[src/common/timer_regs.svh]
`ifndef TIMER_REGS_SVH
`define TIMER_REGS_SVH

// Register byte offsets
`define OFS_COUNT 8'h00
`define OFS_PERIOD 8'h04
`define OFS_CTRL 8'h08
`define OFS_COMPARE 8'h0C
`define OFS_STATUS 8'h10

// Control word fields
`define CTRL_ON_BIT 7
`define CTRL_MODE_LSB 8
`define CTRL_MODE_MSB 12
`define CTRL_DIV_LSB 16
`define CTRL_DIV_MSB 23

// Status word fields
`define STAT_EXT_BIT 0
`define STAT_RUN_BIT 1
`define STAT_ARMED_BIT 2
`define STAT_PWM_BIT 3

// Reset values
`define RST_COUNT 8'h00
`define RST_PERIOD 8'hFF
`define RST_COMPARE 8'h00
`define RST_DIV 8'h00

// Bus answers
`define RESP_OKAY 2'h0
`define RESP_SLVERR 2'h2

`endif

[src/common/timer_pkg.sv]
package timer_pkg;

   typedef enum logic [4:0] {
      M_SW_GATE = 5'h00,
      M_GATE_HI = 5'h01,
      M_GATE_LO = 5'h02,
      M_EDGE_ANY = 5'h03,
      M_EDGE_RISE = 5'h04,
      M_EDGE_FALL = 5'h05,
      M_LVL_LO = 5'h06,
      M_LVL_HI = 5'h07,
      M_OS_SW = 5'h08,
      M_OS_RISE = 5'h09,
      M_OS_FALL = 5'h0A,
      M_OS_ANY = 5'h0B
   } mode_t;

   typedef logic [7:0] count_t;

endpackage

[src/rtl/hlt_timer.sv]
// Operation
// (RL1) Software gate: count while enabled, else hold
// (RL2) Free-run: period match returns count to zero
// (RL3) Hardware gate stops on external high/low
// (RL4) Gate hold stretches PWM period and duty
// (RL5) Edge modes reset counter on chosen edge
// (RL6) Early edge reset restarts PWM, two-clock delay
// (RL7) Level modes hold counter reset on level
// (RL8) Level mode ignores external signal when disabled
// (RL9) Level clear at match or two clocks later
// (RL10) Level resume after match or release delay
// (RL11) Level PWM high from start to compare
// (RL12) Software one-shot: match resets, clears enable
// (RL13) Software restarts each one-shot; pause resumes
// (RL14) New one-shot only after enable set again
// (RL15) One-shot PWM from enable to compare match
// (RL16) Edge one-shot starts on chosen edge
// (RL17) Re-enabled edge one-shot needs fresh edge
// (RL18) Edge one-shot PWM off at period halt
// (RL19) Enable and external pass two-stage synchroniser
// (RL20) One-shot match: clear enable, stop at zero
// (RL21) Counter eight bits, read/write, resets zero
// (RL22) Hardware enable clear visible to next read
// (RL23) Edges found against previous synchronised sample
//
// Added by the designer: the address map and the AXI4-Lite interface to the registers.
`timescale 1ns/100ps
`include "timer_regs.svh"

module hlt_timer
   import timer_pkg::*;
#(
   parameter int ADDR_W = 8,
   parameter int DIV_W = 8
) (
   input wire logic aclk,
   input wire logic aresetn,
   input wire logic [ADDR_W-1:0] s_axi_awaddr,
   input wire logic [2:0] s_axi_awprot,
   input wire logic s_axi_awvalid,
   output logic s_axi_awready,
   input wire logic [31:0] s_axi_wdata,
   input wire logic [3:0] s_axi_wstrb,
   input wire logic s_axi_wvalid,
   output logic s_axi_wready,
   output logic [1:0] s_axi_bresp,
   output logic s_axi_bvalid,
   input wire logic s_axi_bready,
   input wire logic [ADDR_W-1:0] s_axi_araddr,
   input wire logic [2:0] s_axi_arprot,
   input wire logic s_axi_arvalid,
   output logic s_axi_arready,
   output logic [31:0] s_axi_rdata,
   output logic [1:0] s_axi_rresp,
   output logic s_axi_rvalid,
   input wire logic s_axi_rready,
   input wire logic ext_reset_signal,
   output logic pwm_out,
   output logic pwm_period_set,
   output logic postscaled_match
);
   generate
      if (ADDR_W < 5 || ADDR_W > 32 || DIV_W != 8) begin : g_bad
         $error("hlt_timer: unsupported ADDR_W or DIV_W");
      end
   endgenerate
   // Timer state
   count_t count_q, count_d, period_q, period_d, compare_q, compare_d;
   logic on_q, on_d;
   mode_t mode_q, mode_d;
   logic [DIV_W-1:0] div_q, div_d, div_cnt_q, div_cnt_d;
   logic on_s1_q, on_s1_d, on_s2_q, on_s2_d;
   logic ers_s1_q, ers_s1_d, ers_s2_q, ers_s2_d, ers_p_q, ers_p_d;
   logic armed_q, armed_d, run_p_q, run_p_d;
   logic pwm_q, pwm_d, pset_q, pset_d, match_q, match_d;
   // Bus state
   logic aw_free_q, aw_free_d, w_free_q, w_free_d, ar_free_q, ar_free_d;
   logic [ADDR_W-1:0] awaddr_q, awaddr_d;
   logic [31:0] wdata_q, wdata_d, rdata_q, rdata_d;
   logic [3:0] wstrb_q, wstrb_d;
   logic bvalid_q, bvalid_d, rvalid_q, rvalid_d;
   logic [1:0] bresp_q, bresp_d, rresp_q, rresp_d;
   logic tick, run, rst, oneshot, edge_hit, rise, fall, pmatch;
   logic do_wr, wr_count, wr_ctrl, wr_hit;
   logic [31:0] old_word, new_word, mask;
   logic [7:0] waddr8;
   function automatic logic [31:0] reg_word(input logic [7:0] a);
      logic [31:0] v;
      v = 32'h0000_0000;
      case (a)
         `OFS_COUNT: v[7:0] = count_q;
         `OFS_PERIOD: v[7:0] = period_q;
         `OFS_COMPARE: v[7:0] = compare_q;
         `OFS_CTRL: begin
            v[`CTRL_ON_BIT] = on_q; // RL22
            v[`CTRL_MODE_MSB:`CTRL_MODE_LSB] = mode_q;
            v[`CTRL_DIV_MSB:`CTRL_DIV_LSB] = div_q;
         end
         `OFS_STATUS: begin
            v[`STAT_EXT_BIT] = ers_s2_q;
            v[`STAT_RUN_BIT] = run_p_q;
            v[`STAT_ARMED_BIT] = armed_q;
            v[`STAT_PWM_BIT] = pwm_q;
         end
         default: v = 32'h0000_0000;
      endcase
      return v;
   endfunction
   function automatic logic reg_mapped(input logic [7:0] a);
      return a == `OFS_COUNT || a == `OFS_PERIOD || a == `OFS_CTRL ||
             a == `OFS_COMPARE || a == `OFS_STATUS;
   endfunction
   // Bus slave; a write happens once address and data are both held and no write response is pending
   always_comb begin
      aw_free_d = aw_free_q;
      w_free_d = w_free_q;
      ar_free_d = ar_free_q;
      awaddr_d = awaddr_q;
      wdata_d = wdata_q;
      wstrb_d = wstrb_q;
      bvalid_d = bvalid_q;
      bresp_d = bresp_q;
      rvalid_d = rvalid_q;
      rresp_d = rresp_q;
      rdata_d = rdata_q;
      waddr8 = 8'(awaddr_q);
      if (aw_free_q && s_axi_awvalid) begin
         aw_free_d = 1'b0;
         awaddr_d = s_axi_awaddr;
      end
      if (w_free_q && s_axi_wvalid) begin
         w_free_d = 1'b0;
         wdata_d = s_axi_wdata;
         wstrb_d = s_axi_wstrb;
      end
      do_wr = !aw_free_q && !w_free_q && !bvalid_q;
      if (do_wr) begin
         aw_free_d = 1'b1;
         w_free_d = 1'b1;
         bvalid_d = 1'b1;
         bresp_d = reg_mapped(waddr8) ? `RESP_OKAY : `RESP_SLVERR;
      end else if (bvalid_q && s_axi_bready) begin
         bvalid_d = 1'b0;
      end
      if (ar_free_q && s_axi_arvalid) begin
         ar_free_d = 1'b0;
         rvalid_d = 1'b1;
         rdata_d = reg_word(8'(s_axi_araddr));
         rresp_d = reg_mapped(8'(s_axi_araddr)) ? `RESP_OKAY : `RESP_SLVERR;
      end else if (rvalid_q && s_axi_rready) begin
         rvalid_d = 1'b0;
         ar_free_d = 1'b1;
      end
      mask = {{8{wstrb_q[3]}}, {8{wstrb_q[2]}}, {8{wstrb_q[1]}},
              {8{wstrb_q[0]}}};
      old_word = reg_word(waddr8);
      new_word = (old_word & ~mask) | (wdata_q & mask);
      wr_hit = do_wr && reg_mapped(waddr8);
      wr_count = wr_hit && waddr8 == `OFS_COUNT;
      wr_ctrl = wr_hit && waddr8 == `OFS_CTRL;
   end
   always_ff @(posedge aclk) begin
      if (!aresetn) begin
         aw_free_q <= 1'b1;
         w_free_q <= 1'b1;
         ar_free_q <= 1'b1;
         awaddr_q <= '0;
         wdata_q <= 32'h0000_0000;
         wstrb_q <= 4'h0;
         bvalid_q <= 1'b0;
         bresp_q <= `RESP_OKAY;
         rvalid_q <= 1'b0;
         rresp_q <= `RESP_OKAY;
         rdata_q <= 32'h0000_0000;
      end else begin
         aw_free_q <= aw_free_d;
         w_free_q <= w_free_d;
         ar_free_q <= ar_free_d;
         awaddr_q <= awaddr_d;
         wdata_q <= wdata_d;
         wstrb_q <= wstrb_d;
         bvalid_q <= bvalid_d;
         bresp_q <= bresp_d;
         rvalid_q <= rvalid_d;
         rresp_q <= rresp_d;
         rdata_q <= rdata_d;
      end
   end
   // Timer core; tick is the divided timer clock enable
   always_comb begin
      count_d = count_q;
      period_d = period_q;
      compare_d = compare_q;
      on_d = on_q;
      mode_d = mode_q;
      div_d = div_q;
      on_s1_d = on_s1_q;
      on_s2_d = on_s2_q;
      ers_s1_d = ers_s1_q;
      ers_s2_d = ers_s2_q;
      ers_p_d = ers_p_q;
      armed_d = armed_q;
      run_p_d = run_p_q;
      pwm_d = pwm_q;
      run = 1'b0;
      rst = 1'b0;
      oneshot = 1'b0;
      tick = div_cnt_q == div_q;
      div_cnt_d = tick ? '0 : div_cnt_q + 1'b1;
      rise = ers_s2_q && !ers_p_q; // RL23
      fall = !ers_s2_q && ers_p_q; // RL23
      pmatch = count_q == period_q;
      case (mode_q)
         M_EDGE_ANY, M_OS_ANY: edge_hit = rise || fall;
         M_EDGE_RISE, M_OS_RISE: edge_hit = rise;
         M_EDGE_FALL, M_OS_FALL: edge_hit = fall;
         default: edge_hit = 1'b0;
      endcase
      case (mode_q)
         M_SW_GATE: run = on_s2_q; // RL1
         M_GATE_HI: run = on_s2_q && !ers_s2_q; // RL3 RL4
         M_GATE_LO: run = on_s2_q && ers_s2_q; // RL3 RL4
         M_EDGE_ANY, M_EDGE_RISE, M_EDGE_FALL: begin
            run = on_s2_q;
            rst = on_s2_q && edge_hit; // RL5
         end
         // Reset level only counts while enabled
         M_LVL_LO: begin
            run = on_s2_q && ers_s2_q; // RL8 RL10
            rst = on_s2_q && !ers_s2_q; // RL7 RL9
         end
         M_LVL_HI: begin
            run = on_s2_q && !ers_s2_q; // RL8 RL10
            rst = on_s2_q && ers_s2_q; // RL7 RL9
         end
         M_OS_SW: begin
            run = on_s2_q; // RL13
            oneshot = 1'b1;
         end
         M_OS_RISE, M_OS_FALL, M_OS_ANY: begin
            run = on_s2_q && armed_q; // RL16
            oneshot = 1'b1;
         end
         default: run = 1'b0;
      endcase
      pset_d = tick && run && pmatch && !rst;
      match_d = pset_d;
      if (tick) begin
         // Two timer clocks from enable/pin to the counter
         on_s1_d = on_q; // RL19
         on_s2_d = on_s1_q; // RL19
         ers_s1_d = ext_reset_signal; // RL19
         ers_s2_d = ers_s1_q; // RL19
         ers_p_d = ers_s2_q;
         run_p_d = run;
         if (!on_s2_q) begin
            armed_d = 1'b0; // RL17
         end else if (edge_hit) begin
            armed_d = 1'b1; // RL16
         end
         if (run && compare_q == count_q && !rst) begin
            pwm_d = 1'b0; // RL11 RL15 RL18
         end
         if (rst) begin
            count_d = `RST_COUNT; // RL5 RL7
            pwm_d = pwm_q || edge_hit; // RL6
         end else if (run) begin
            if (pmatch) begin
               count_d = `RST_COUNT; // RL2 RL20
               if (oneshot) begin
                  // Stop at once instead of waiting out the sync
                  on_d = 1'b0; // RL12 RL14 RL20
                  on_s1_d = 1'b0;
                  on_s2_d = 1'b0;
                  armed_d = 1'b0;
               end else begin
                  pwm_d = 1'b1; // RL2
               end
            end else begin
               count_d = count_q + 1'b1; // RL1
               if (!run_p_q && count_q == `RST_COUNT) begin
                  pwm_d = 1'b1; // RL11 RL15 RL18
               end
            end
         end
      end
      if (wr_count) begin
         count_d = new_word[7:0]; // RL21
      end
      if (wr_hit && waddr8 == `OFS_PERIOD) begin
         period_d = new_word[7:0];
      end
      if (wr_hit && waddr8 == `OFS_COMPARE) begin
         compare_d = new_word[7:0];
      end
      // A software write of the enable wins over the hardware clear
      if (wr_ctrl) begin
         on_d = new_word[`CTRL_ON_BIT]; // RL13
         mode_d = mode_t'(new_word[`CTRL_MODE_MSB:`CTRL_MODE_LSB]);
         div_d = new_word[`CTRL_DIV_MSB:`CTRL_DIV_LSB];
      end
   end
   always_ff @(posedge aclk) begin
      if (!aresetn) begin
         count_q <= `RST_COUNT; // RL21
         period_q <= `RST_PERIOD;
         compare_q <= `RST_COMPARE;
         on_q <= 1'b0;
         mode_q <= M_SW_GATE;
         div_q <= `RST_DIV;
         div_cnt_q <= '0;
         on_s1_q <= 1'b0;
         on_s2_q <= 1'b0;
         ers_s1_q <= 1'b0;
         ers_s2_q <= 1'b0;
         ers_p_q <= 1'b0;
         armed_q <= 1'b0;
         run_p_q <= 1'b0;
         pwm_q <= 1'b0;
         pset_q <= 1'b0;
         match_q <= 1'b0;
      end else begin
         count_q <= count_d;
         period_q <= period_d;
         compare_q <= compare_d;
         on_q <= on_d;
         mode_q <= mode_d;
         div_q <= div_d;
         div_cnt_q <= div_cnt_d;
         on_s1_q <= on_s1_d;
         on_s2_q <= on_s2_d;
         ers_s1_q <= ers_s1_d;
         ers_s2_q <= ers_s2_d;
         ers_p_q <= ers_p_d;
         armed_q <= armed_d;
         run_p_q <= run_p_d;
         pwm_q <= pwm_d;
         pset_q <= pset_d;
         match_q <= match_d;
      end
   end
   assign s_axi_awready = aw_free_q;
   assign s_axi_wready = w_free_q;
   assign s_axi_bvalid = bvalid_q;
   assign s_axi_bresp = bresp_q;
   assign s_axi_arready = ar_free_q;
   assign s_axi_rvalid = rvalid_q;
   assign s_axi_rdata = rdata_q;
   assign s_axi_rresp = rresp_q;
   assign pwm_out = pwm_q;
   assign pwm_period_set = pset_q;
   assign postscaled_match = match_q;
endmodule

[config.mk]
export PLATFORM = sky130hd
export DESIGN_NAME = hlt_timer
export DESIGN_NICKNAME = d
export VERILOG_FILES = /design/src/common/timer_pkg.sv /design/src/rtl/hlt_timer.sv
export VERILOG_INCLUDE_DIRS = /design/src /design/src/common
export SDC_FILE = /design/constraint.sdc
export NUM_CORES = 1
export LEC_CHECK = 0
export ABC_CLOCK_PERIOD_IN_PS = 4700
export BUFFER_PORTS_ARGS = -buffer_cell sky130_fd_sc_hd__buf_2
export CORE_MARGIN = 3
export CORE_UTILIZATION = 60
export CTS_BUF_LIST = sky130_fd_sc_hd__clkbuf_16
export DETAILED_ROUTE_END_ITERATION = 8
export GPL_ROUTABILITY_DRIVEN = 1
export PLACE_DENSITY = 0.86
export SKIP_CTS_REPAIR_TIMING = 1
export SYNTH_ARGS = -nofsm -noshare
export SYNTH_HDL_FRONTEND = slang
export SYNTH_SLANG_ARGS = --single-unit
export TNS_END_PERCENT = 5
[constraint.sdc]
create_clock -name aclk -period 4.7 [get_ports aclk]
set_clock_uncertainty 0.1 [all_clocks]
set_input_delay 0.47 -clock aclk [delete_from_list [all_inputs] [get_ports aclk]]
set_output_delay 0.47 -clock aclk [all_outputs]
set_load 0.02 [all_outputs]
# Word-level counts from Yosys, hierarchy flattened
# Index checks and enable logic that the tools add are counted.
[totals]
register_bits = 120
input_bits = 66
output_inout_bits = 44
word_cells = 167
[op_classes]
add_sub_neg = 2
n_eq_ne = 22
n_mux = 49
n_bitwise = 5
reduce_logical = 62
[op_table]
columns = ["operator", "n"]
rows = [
  ["8-bit two-way mux", 7],
  ["24-bit AND", 2],
  ["8-bit by 4-bit equality test with 1-bit output, second input constant", 4],
  ["4-bit one-hot mux with 4 select lines", 2],
  ["1-bit two-way mux", 29],
  ["8-bit equality test", 3],
  ["1-bit logical AND", 24],
  ["8-bit logical NOT", 3],
  ["24-bit inverter", 1],
  ["24-bit OR", 1],
  ["5-bit by 3-bit equality test with 1-bit output, second input constant", 4],
  ["5-bit by 4-bit equality test with 1-bit output, second input constant", 4],
  ["3-bit one-hot mux with 3 select lines", 2],
  ["8-bit by 1-bit adder with 8-bit output, second input constant", 2],
  ["8-bit by 3-bit equality test with 1-bit output, second input constant", 2],
  ["8-bit by 5-bit equality test with 1-bit output, second input constant", 2],
  ["2-bit OR reduction", 7],
  ["1-bit one-hot mux with 4 select lines", 3],
  ["5-bit by 2-bit equality test with 1-bit output, second input constant", 2],
  ["1-bit logical OR", 10],
  ["5-bit two-way mux", 2],
  ["2-bit nonzero test", 4],
  ["1-bit logical NOT", 7],
  ["1-bit one-hot mux with 3 select lines", 2],
  ["9 further kinds", 11],
]

# Longest topological paths before layout
# Gate-level depths: netlist (run 1).
[depth]
word_depth = 13
depth_mapped = 8
mapped_depth_nobuf = 8

# Worst setup path after synthesis (run 1)
# No wires, ideal clock.
[synth_timing]
path_kind = "register -> register"
startpoint = "register bvalid_q (netlist: s_axi_bvalid)"
endpoint = "register count_q[2]"
setup_time_ns = 0.120
arrival_ns = 1.839
required_time_ns = 4.480
slack_ns = 2.642
path_stages_with_launch = 8
n_path_buf = 1
synth_period_minus_slack_ns = 2.058
cell_sequence = "dfxtp_1 > or3_1 > buf_2 > nor4_4 > nand2b_1 > a31oi_1 > o2bb2a_1 > nand3_1"
[synth_via]
elab_chain_len = 6
elab_cells_between_ends = 8
cone_classes = "mux (1); reduce/logical (7)"
[synth_lines]
columns = ["element", "line", "source"]
rows = [
  ["from (decl)", "hlt_timer.sv:81", "logic bvalid_q, bvalid_d, rvalid_q, rvalid_d;"],
  ["from (signal assigned)", "hlt_timer.sv:182", "bvalid_q <= bvalid_d;"],
  ["1-bit logical NOT *", "hlt_timer.sv:136", "do_wr = !aw_free_q && !w_free_q && !bvalid_q;"],
  ["1-bit logical AND *", "hlt_timer.sv:136", ""],
  ["1-bit logical AND *", "hlt_timer.sv:158", "wr_hit = do_wr && reg_mapped(waddr8);"],
  ["1-bit logical AND (no line) *", "--", ""],
  ["3-bit nonzero test (no line) / 2-bit nonzero test (equally long branches)", "--", ""],
  ["2-bit AND reduction (no line)", "--", ""],
  ["to (signal assigned)", "hlt_timer.sv:305", "count_q <= `RST_COUNT;"],
  ["to (signal assigned)", "hlt_timer.sv:323", "count_q <= count_d;"],
  ["to (decl)", "hlt_timer.sv:68", "count_t count_q, count_d, period_q, period_d, compare_q, compare_d;"],
]
# Mark *: on every way between the ends. The rest lies on a longest branch, timed or not.
# A chain may end at the register's enable or synchronous reset.

# Worst setup path in the final report (run 1)
[layout_timing]
startpoint = "register mode_q[2]"
endpoint = "register count_q[3]"
[layout_via]
elab_chain_len = 8
elab_cells_between_ends = 29
cone_classes = "eq/ne (11); mux (6); reduce/logical (12)"
[layout_lines]
columns = ["element", "line", "source"]
rows = [
  ["from (decl)", "hlt_timer.sv:70", "mode_t mode_q, mode_d;"],
  ["from (signal assigned)", "hlt_timer.sv:327", "mode_q <= mode_d;"],
  ["5-bit by 4-bit equality test with 1-bit output, or another cell as far along", "hlt_timer.sv:213, hlt_timer.sv:219", ""],
  ["2-bit OR reduction", "hlt_timer.sv:213", "case (mode_q)"],
  ["1-bit one-hot mux with 3 select lines", "hlt_timer.sv:213", ""],
  ["1-bit logical AND", "hlt_timer.sv:225", "rst = on_s2_q && edge_hit;"],
  ["1-bit one-hot mux with 3 select lines", "hlt_timer.sv:219", "case (mode_q)"],
  ["8-bit two-way mux", "hlt_timer.sv:264", "if (rst) begin"],
  ["8-bit two-way mux", "hlt_timer.sv:248", "if (tick) begin"],
  ["8-bit two-way mux", "hlt_timer.sv:287", "if (wr_count) begin"],
]
# Several ways; a longest one is shown, not always the timed one. The select of a mux whose other input is x is not followed.

==> results of run 1 <==
## metal layers
metal	GRT usage, %	vias to the layer above	part of all wire [%]
li1	-	2461	-
met3	6.83	28	9.3
met2	44.0	277	45
met1	37.8	2375	43
met5	0	-	0
met4	8.98	0	2.0
## final timing paths
| path | to | slack (ns) | depth (start not counted) |
|---|---|---|---|
| worst max-delay path | count_q[3] | 2.09 | 6 |
| worst min-delay path | wstrb_q[2] | 0.19 | 3 |
| worst max register to register | count_q[3] | 2.09 | 6 |
| worst min register to register | s_axi_rdata[2] | 0.35 | 1 |
## logic make-up (layout without fill, tap and decap cells)
family	Yosys count	count (layout)	synth area share, %
AOI/OAI and AO/OA	163	163	19.3
xor gates and xnor gates	31	31	4.87
adders and majority gates	5	5	1.12
buffers and inverters	77	125	6.80
DFF	115	115	41.3
muxes	11	11	2.29
other	1	13	0.0673
and+or+nand+nor	271	271	24.2
## final cells by class
| cell class | count | share of cell area [%] |
|---|---|---|
| multi-input combinational | 494 | 45.8 |
| sequential | 115 | 35.9 |
| clock inverter | 15 | 2.50 |
| timing repair buffer | 79 | 6.21 |
| clock buffer | 17 | 6.64 |
| tap | 108 | 2.11 |
| inverter | 14 | 0.820 |
## critical path: stages (launching register included)
cell	delay [ns]
dfxtp_1	0.61
or3b_1	0.41
a2111oi_1	0.57
o31ai_1	0.20
nand4b_1	0.29
a21oi_1	0.07
a211o_1	0.23
## flip-flops by register name, indices dropped and copies added (netlist names), 3 cells and up
register	cells
mode_q	5
compare_q	8
div_cnt_q	8
wstrb_q	3
period_q	8
div_q	8
wdata_q	21
awaddr_q	8
s_axi_rdata	21
count_q	8
## power breakdown
group	total [mW]	switching [mW]	internal [mW]
logic	0.159	0.103	0.0555
clock network	1.26	0.475	0.782
registers	1.03	0.0265	0.999
total	2.44	0.605	1.84
## through the flow
stage	util (%)	cells	setup slack, ns
finish	72.1	842	2.09
global route	72.1	842	1.91
CTS	72.1	842	2.14
detailed placement	65.5	810	2.14
global placement	65.5	810	2.24
floorplan	-	686	2.64
## layout by cell type (no fill, tap or decap), types with 6 or more instances in the layout
| cell | synthesis | final |
|---|---|---|
| nand3_1 | 38 | 38 |
| a22oi_1 | 25 | 25 |
| a222oi_1 | 7 | 7 |
| nand2_1 | 112 | 112 |
| clkbuf_16 | 0 | 17 |
| nand2b_1 | 15 | 15 |
| nor2b_1 | 6 | 6 |
| conb_1 | 1 | 13 |
| xor2_1 | 13 | 13 |
| nor2_1 | 46 | 46 |
| mux2i_1 | 6 | 6 |
| xnor2_1 | 18 | 18 |
| nor4_1 | 6 | 6 |
| o21ai_0 | 9 | 9 |
| and3_1 | 11 | 11 |
| o211ai_1 | 9 | 9 |
| a21oi_1 | 67 | 67 |
| clkinv_4 | 0 | 8 |
| a21o_1 | 8 | 8 |
| a211oi_1 | 8 | 8 |
| dfxtp_1 | 115 | 115 |
| buf_2 | 13 | 78 |
| inv_1 | 13 | 13 |
==> impl_metrics.csv, run 1 <==
group,metric,value,unit
run_status,outcome,"finished clean",
floorplanning,rows,34,
timing,fin_crit,2.61,ns
timing,setup_viol,0,
global_routing,grt_max_degree,45,
detailed_routing,wl_per_cell,16.5,um
layout,drive_gt1_share,17.6,%
floorplanning,dieArea,10500,sq um
layout,register_area,2300,sq um
detailed_routing,vias,5141,
min_path,hold_class,"input pin to register",
synth,yosys.cell_types.count,65,
detailed_routing,viasPerCell,6.11,
setup_path,cp_max_fo,15,
clocking,cts_tree,"done",
global_routing,grt_pass1_wl,23000,um
clocking,clk_latency,0.41,ns
timing,tightest_slew,0.801,ns
clocking,clock-sinks,115,
timing,report.final.slew_viol_count,0,
synth,synth_most_common_cell,"dfxtp_1",
timing,hold_viol,0,
power_and_ir_drop,power,2.44,mW
place,placedInstanceArea,5820,sq um
setup_path,reg2reg_from,"mode_q[2]",
global_routing,grt_pass1_vias,4822,
synth,yosysTopAreaCellShare,41.3,%
min_path,worstHoldStart,"s_axi_wstrb[2]",
floorplanning,initial_core_util,62.7,%
power_and_ir_drop,p_per_area,381,nW/um^2
synth,netlist_area,5570,sq um
setup_path,required,4.89,ns
synth,synth_edf_count,0,
detailed_routing,drtIter0Drc,557,
floorplanning,io_pins,110,
clocking,cts_buffers,17,
detailed_routing,drc,0,
synth,synth.area.top_cells,"dfxtp_1, nand2_1, a21oi_1",
timing,finalSetupTns,0,ns
setup_path,cp-end-kind,"register",
synth,yosysWarnings,0,
timing,fmax,0.384,GHz
synth,ys_seq_area_share,41.3,%
synth,syn_area_per_cell,8.27,sq um
clocking,cts_root_buf,"clkbuf_16",
place,gp_congestion,0.919,
clocking,clk_pin_slew,0.06,ns
timing,fin_crit_sh,55.4,%
layout,n_fill_cell,644,
floorplanning,die_x,102,um
layout,multi_input_area,2940,sq um
layout,n_antenna_cell,0,
global_routing,track_usage,27.9,%
clocking,cts_max_level,4,
timing,rsz0062_at_grt,"false",
floorplanning,die_h,102,um
synth,ys.flop_type,"dfxtp_1",
place,post-dp-hpwl,9760,um
setup_path,crit_start,"mode_q[2]",
detailed_routing,drtPass1Iterations,6,
synth,async_flop_share,0,%
layout,fin_nets,792,
floorplanning,coreArea,8890,sq um
global_routing,grt_overflow_total,0,
layout,final_area,6410,sq um
power_and_ir_drop,vdd_drop_max,0.312,mV
power_and_ir_drop,leakage,2.46,nW
clocking,cts_buffer_depth,2,
synth,synth_seq_cells,115,
detailed_routing,ant_nets,0,
layout,area_growth,15.0,%
timing,worst_hold_slack,0.190,ns
global_routing,antenna_found_initial,0,
setup_path,start_kind,"register",
synth,synth_top_cells_by_count,"dfxtp_1, nand2_1, a21oi_1",
timing,timing.slew.headroom,46.6,%
flow_run,max_cap_viol_count,0,
setup_path,cp.arrival,2.80,ns
setup_path,critical_path_class,"register to register",
detailed_routing,wl,13900,um
synth,synth.largest_area_cell,"dfxtp_1",
synth,synthCells,674,
place,io_buffers,78,
Note: power is estimated with default switching activity, not from simulation.
==> inputs of run 2 (changes only) <==
--- a/config.mk
+++ b/config.mk
@@ -6,14 +6,15 @@
 export SDC_FILE = /design/constraint.sdc
 export NUM_CORES = 1
 export LEC_CHECK = 0
-export ABC_CLOCK_PERIOD_IN_PS = 4700
+export ABC_AREA = 1
+export ABC_CLOCK_PERIOD_IN_PS = 2400
 export BUFFER_PORTS_ARGS = -buffer_cell sky130_fd_sc_hd__buf_2
 export CORE_MARGIN = 3
-export CORE_UTILIZATION = 60
+export CORE_UTILIZATION = 56
 export CTS_BUF_LIST = sky130_fd_sc_hd__clkbuf_16
 export DETAILED_ROUTE_END_ITERATION = 8
 export GPL_ROUTABILITY_DRIVEN = 1
-export PLACE_DENSITY = 0.86
+export PLACE_DENSITY = 0.8
 export SKIP_CTS_REPAIR_TIMING = 1
 export SYNTH_ARGS = -nofsm -noshare
 export SYNTH_HDL_FRONTEND = slang
==> constraint.sdc (replaced) <==
create_clock -name aclk -period 2.4 [get_ports aclk]
set_clock_uncertainty 0.1 [all_clocks]
set_input_delay 0.24 -clock aclk [delete_from_list [all_inputs] [get_ports aclk]]
set_output_delay 0.24 -clock aclk [all_outputs]
set_load 0.02 [all_outputs]
==> run 2 against run 1 <==
Compared with the run above:
- the run now ends with negative hold slack left
- clock-buffer cell count unchanged
- die area increased by 12%
- worst setup slack got worse by 1.7 ns
- register-to-register slack got worse by 1.7 ns
- synthesized area increased by 5.3%
- via count increased by 11%
- non-clock buffer count increased by 8
- combinational power increased by 140%
- first-iteration DRC count increased by 11%
- global-route usage decreased by 2.2 points
- final area increased by 7.5%
- power increased by 100%
- critical path type unchanged
- largest cell class unchanged
==> impl_metrics.csv, run 2 <==
group,metric,value,unit
power_and_ir_drop,leakage,3.05,nW
detailed_routing,met3_length,1590,um
detailed_routing,ant_nets,0,
synth,synth.area.top_cells,"dfxtp_1, nand2_1, nor2_1",
place,placedInstanceArea,6260,sq um
timing,tightest_slew,0.796,ns
power_and_ir_drop,p_per_area,720,nW/um^2
layout,area_growth,17.3,%
power_and_ir_drop,power.net_switching,1.22,mW
layout,n_antenna_cell,0,
power_and_ir_drop,combPwrFrac,7.7,%
floorplanning,dieArea,11700,sq um
run_status,violations,"negative hold slack",
layout,drive_gt1_share,16.9,%
detailed_routing,top_layer,"met4",
synth,synth_top_cells_by_count,"nand2_1, dfxtp_1, nor2_1",
synth,netlist_area,5870,sq um
synth,async_flop_share,0,%
place,post-dp-hpwl,10500,um
timing,hold_viol,11,
synth,yosysWarnings,0,
layout,fin_nets,995,
timing,setup_viol,0,
min_path,min_path_cells,3,
detailed_routing,wl,14800,um
detailed_routing,wl_per_cell,13.8,um
setup_path,cp_max_fo,8,
synth,synth_seq_cells,115,
power_and_ir_drop,vdd_drop_max,0.385,mV
detailed_routing,drtIter0Drc,618,
detailed_routing,drtPass1Iterations,7,
clocking,cts_tree,"done",
floorplanning,coreArea,10000,sq um
place,io_buffers,78,
floorplanning,io_pins,110,
layout,final_area,6890,sq um
clocking,cts_max_level,4,
synth,synth.largest_area_cell,"dfxtp_1",
clocking,clk_pin_slew,0.05,ns
power_and_ir_drop,internal_power,3.74,mW
floorplanning,rows,36,
synth,yosysTopAreaCellShare,39.2,%
global_routing,grt_overflow_total,0,
clocking,cts_buffers,17,
timing,rsz0062_at_grt,"false",
global_routing,track_usage,25.7,%
setup_path,reg2regPathDepth,11,
timing,fin_crit,2.04,ns
setup_path,required,2.62,ns
power_and_ir_drop,seq_power_share,40.7,%
timing,fin_crit_sh,85.1,%
timing,report.final.slew_viol_count,0,
synth,ys_seq_area_share,39.2,%
timing,fmax,0.490,GHz
synth,yosys.cell_types.count,43,
synth,synthCells,853,
timing,finalSetupTns,0,ns
timing,worst_hold_slack,-0.0161,ns
global_routing,grt_pass1_wl,23900,um
clocking,cts_buffer_depth,2,
synth,synth_most_common_cell,"nand2_1",
min_path,hold_class,"input pin to register",
global_routing,grt_max_degree,65,
setup_path,start_kind,"register",
detailed_routing,route.met2.wl,6460,um
run_status,outcome,"finished, violations left",
power_and_ir_drop,swShare,24.7,%
synth,syn_area_per_cell,6.88,sq um
detailed_routing,drc,0,
clocking,cts_root_buf,"clkbuf_16",
floorplanning,initial_core_util,58.7,%
detailed_routing,wl_met1,6590,um
floorplanning,die_h,108,um
setup_path,critical_path_class,"register to register",
detailed_routing,vias,5717,
floorplanning,die_x,108,um
setup_path,cp-end-kind,"register",
layout,layout_common_cells,"nand2_1, dfxtp_1, nor2_1",
power_and_ir_drop,clockPowerShare,51.6,%
layout,mostFrequentLayoutCell,"nand2_1",
synth,synth_edf_count,0,
clocking,clk_latency,0.40,ns
detailed_routing,viasPerCell,5.34,
place,gp_congestion,0.927,
global_routing,grt_pass1_vias,4952,
setup_path,cp.arrival,2.27,ns
clocking,clock-sinks,115,
timing,timing.slew.headroom,46.9,%
flow_run,max_cap_viol_count,0,
global_routing,antenna_found_initial,0,
synth,ys.flop_type,"dfxtp_1",
[run 2: layer usage]
layer	track usage (%)	vias to the layer above
met3	4.48	16
met2	40.2	288
li1	-	2886
met1	36.2	2527
met5	0	-
met4	7.94	0
[run 2: cell families (layout without fill, tap and decap cells)]
logic type                 Yosys count  after routing  share of synthesized area [%]
other                                1             13                         0.0639
and+or+nand+nor                    397            397                           29.7
xor gates and xnor gates            23             23                           3.43
buffers and inverters              136            208                           10.2
AOI/OAI and AO/OA                  176            176                           16.4
DFF                                115            115                           39.2
adders and majority gates            5              5                           1.07
[run 2: worst paths after layout]
path                                      from    endpoint  slack (ns)
worst max register to register        ers_s2_q  count_q[1]        0.36
worst max-delay path                  ers_s2_q  count_q[1]        0.36
worst min register to register         on_s1_q     on_s1_q        0.36
worst min-delay path            s_axi_wdata[1]  wdata_q[1]       -0.02
[run 2: final cells by class]
| type | count | area [sq um] |
|---|---|---|
| fill | 896 | 3110 |
| multi-input combinational | 614 | 3020 |
| sequential | 115 | 2300 |
| timing repair buffer | 87 | 463 |
| clock buffer | 17 | 425 |
| inverter | 89 | 334 |
| clock inverter | 15 | 180 |
| tap | 133 | 166 |
[run 2: critical path, cell delays in order (launching register included)]
cell and delay, ns:
dfxtp_1 0.41, inv_1 0.16, ha_1 0.33, nor2_1 0.10, nand2_1 0.08, nand3_2 0.10
nand2_2 0.09, nand2_4 0.14, nand2_2 0.09, nand2_4 0.14, nand3_1 0.08, a21oi_1 0.13
[run 2: per-stage QoR]
step,total power [mW],utilization (%),worst slack (ns),instances
final,4.96,68.9,0.358,1070
after global routing,5.13,68.9,0.223,1070
after CTS,4.98,68.7,0.374,1068
after detailed placement,2.43,62.6,0.412,1036
after global placement,2.42,62.6,0.487,1036
after floorplan,2.33,-,0.741,865
[run 2: power groups by stage]
stage	Sequential, mW	Clock (mW)	Combinational, mW
CTS	2.02	2.58	0.379
global route	2.03	2.67	0.431
global placement	2.05	0	0.368
finish	2.02	2.56	0.383
floorplan	2.06	0	0.275
detailed placement	2.06	0	0.374
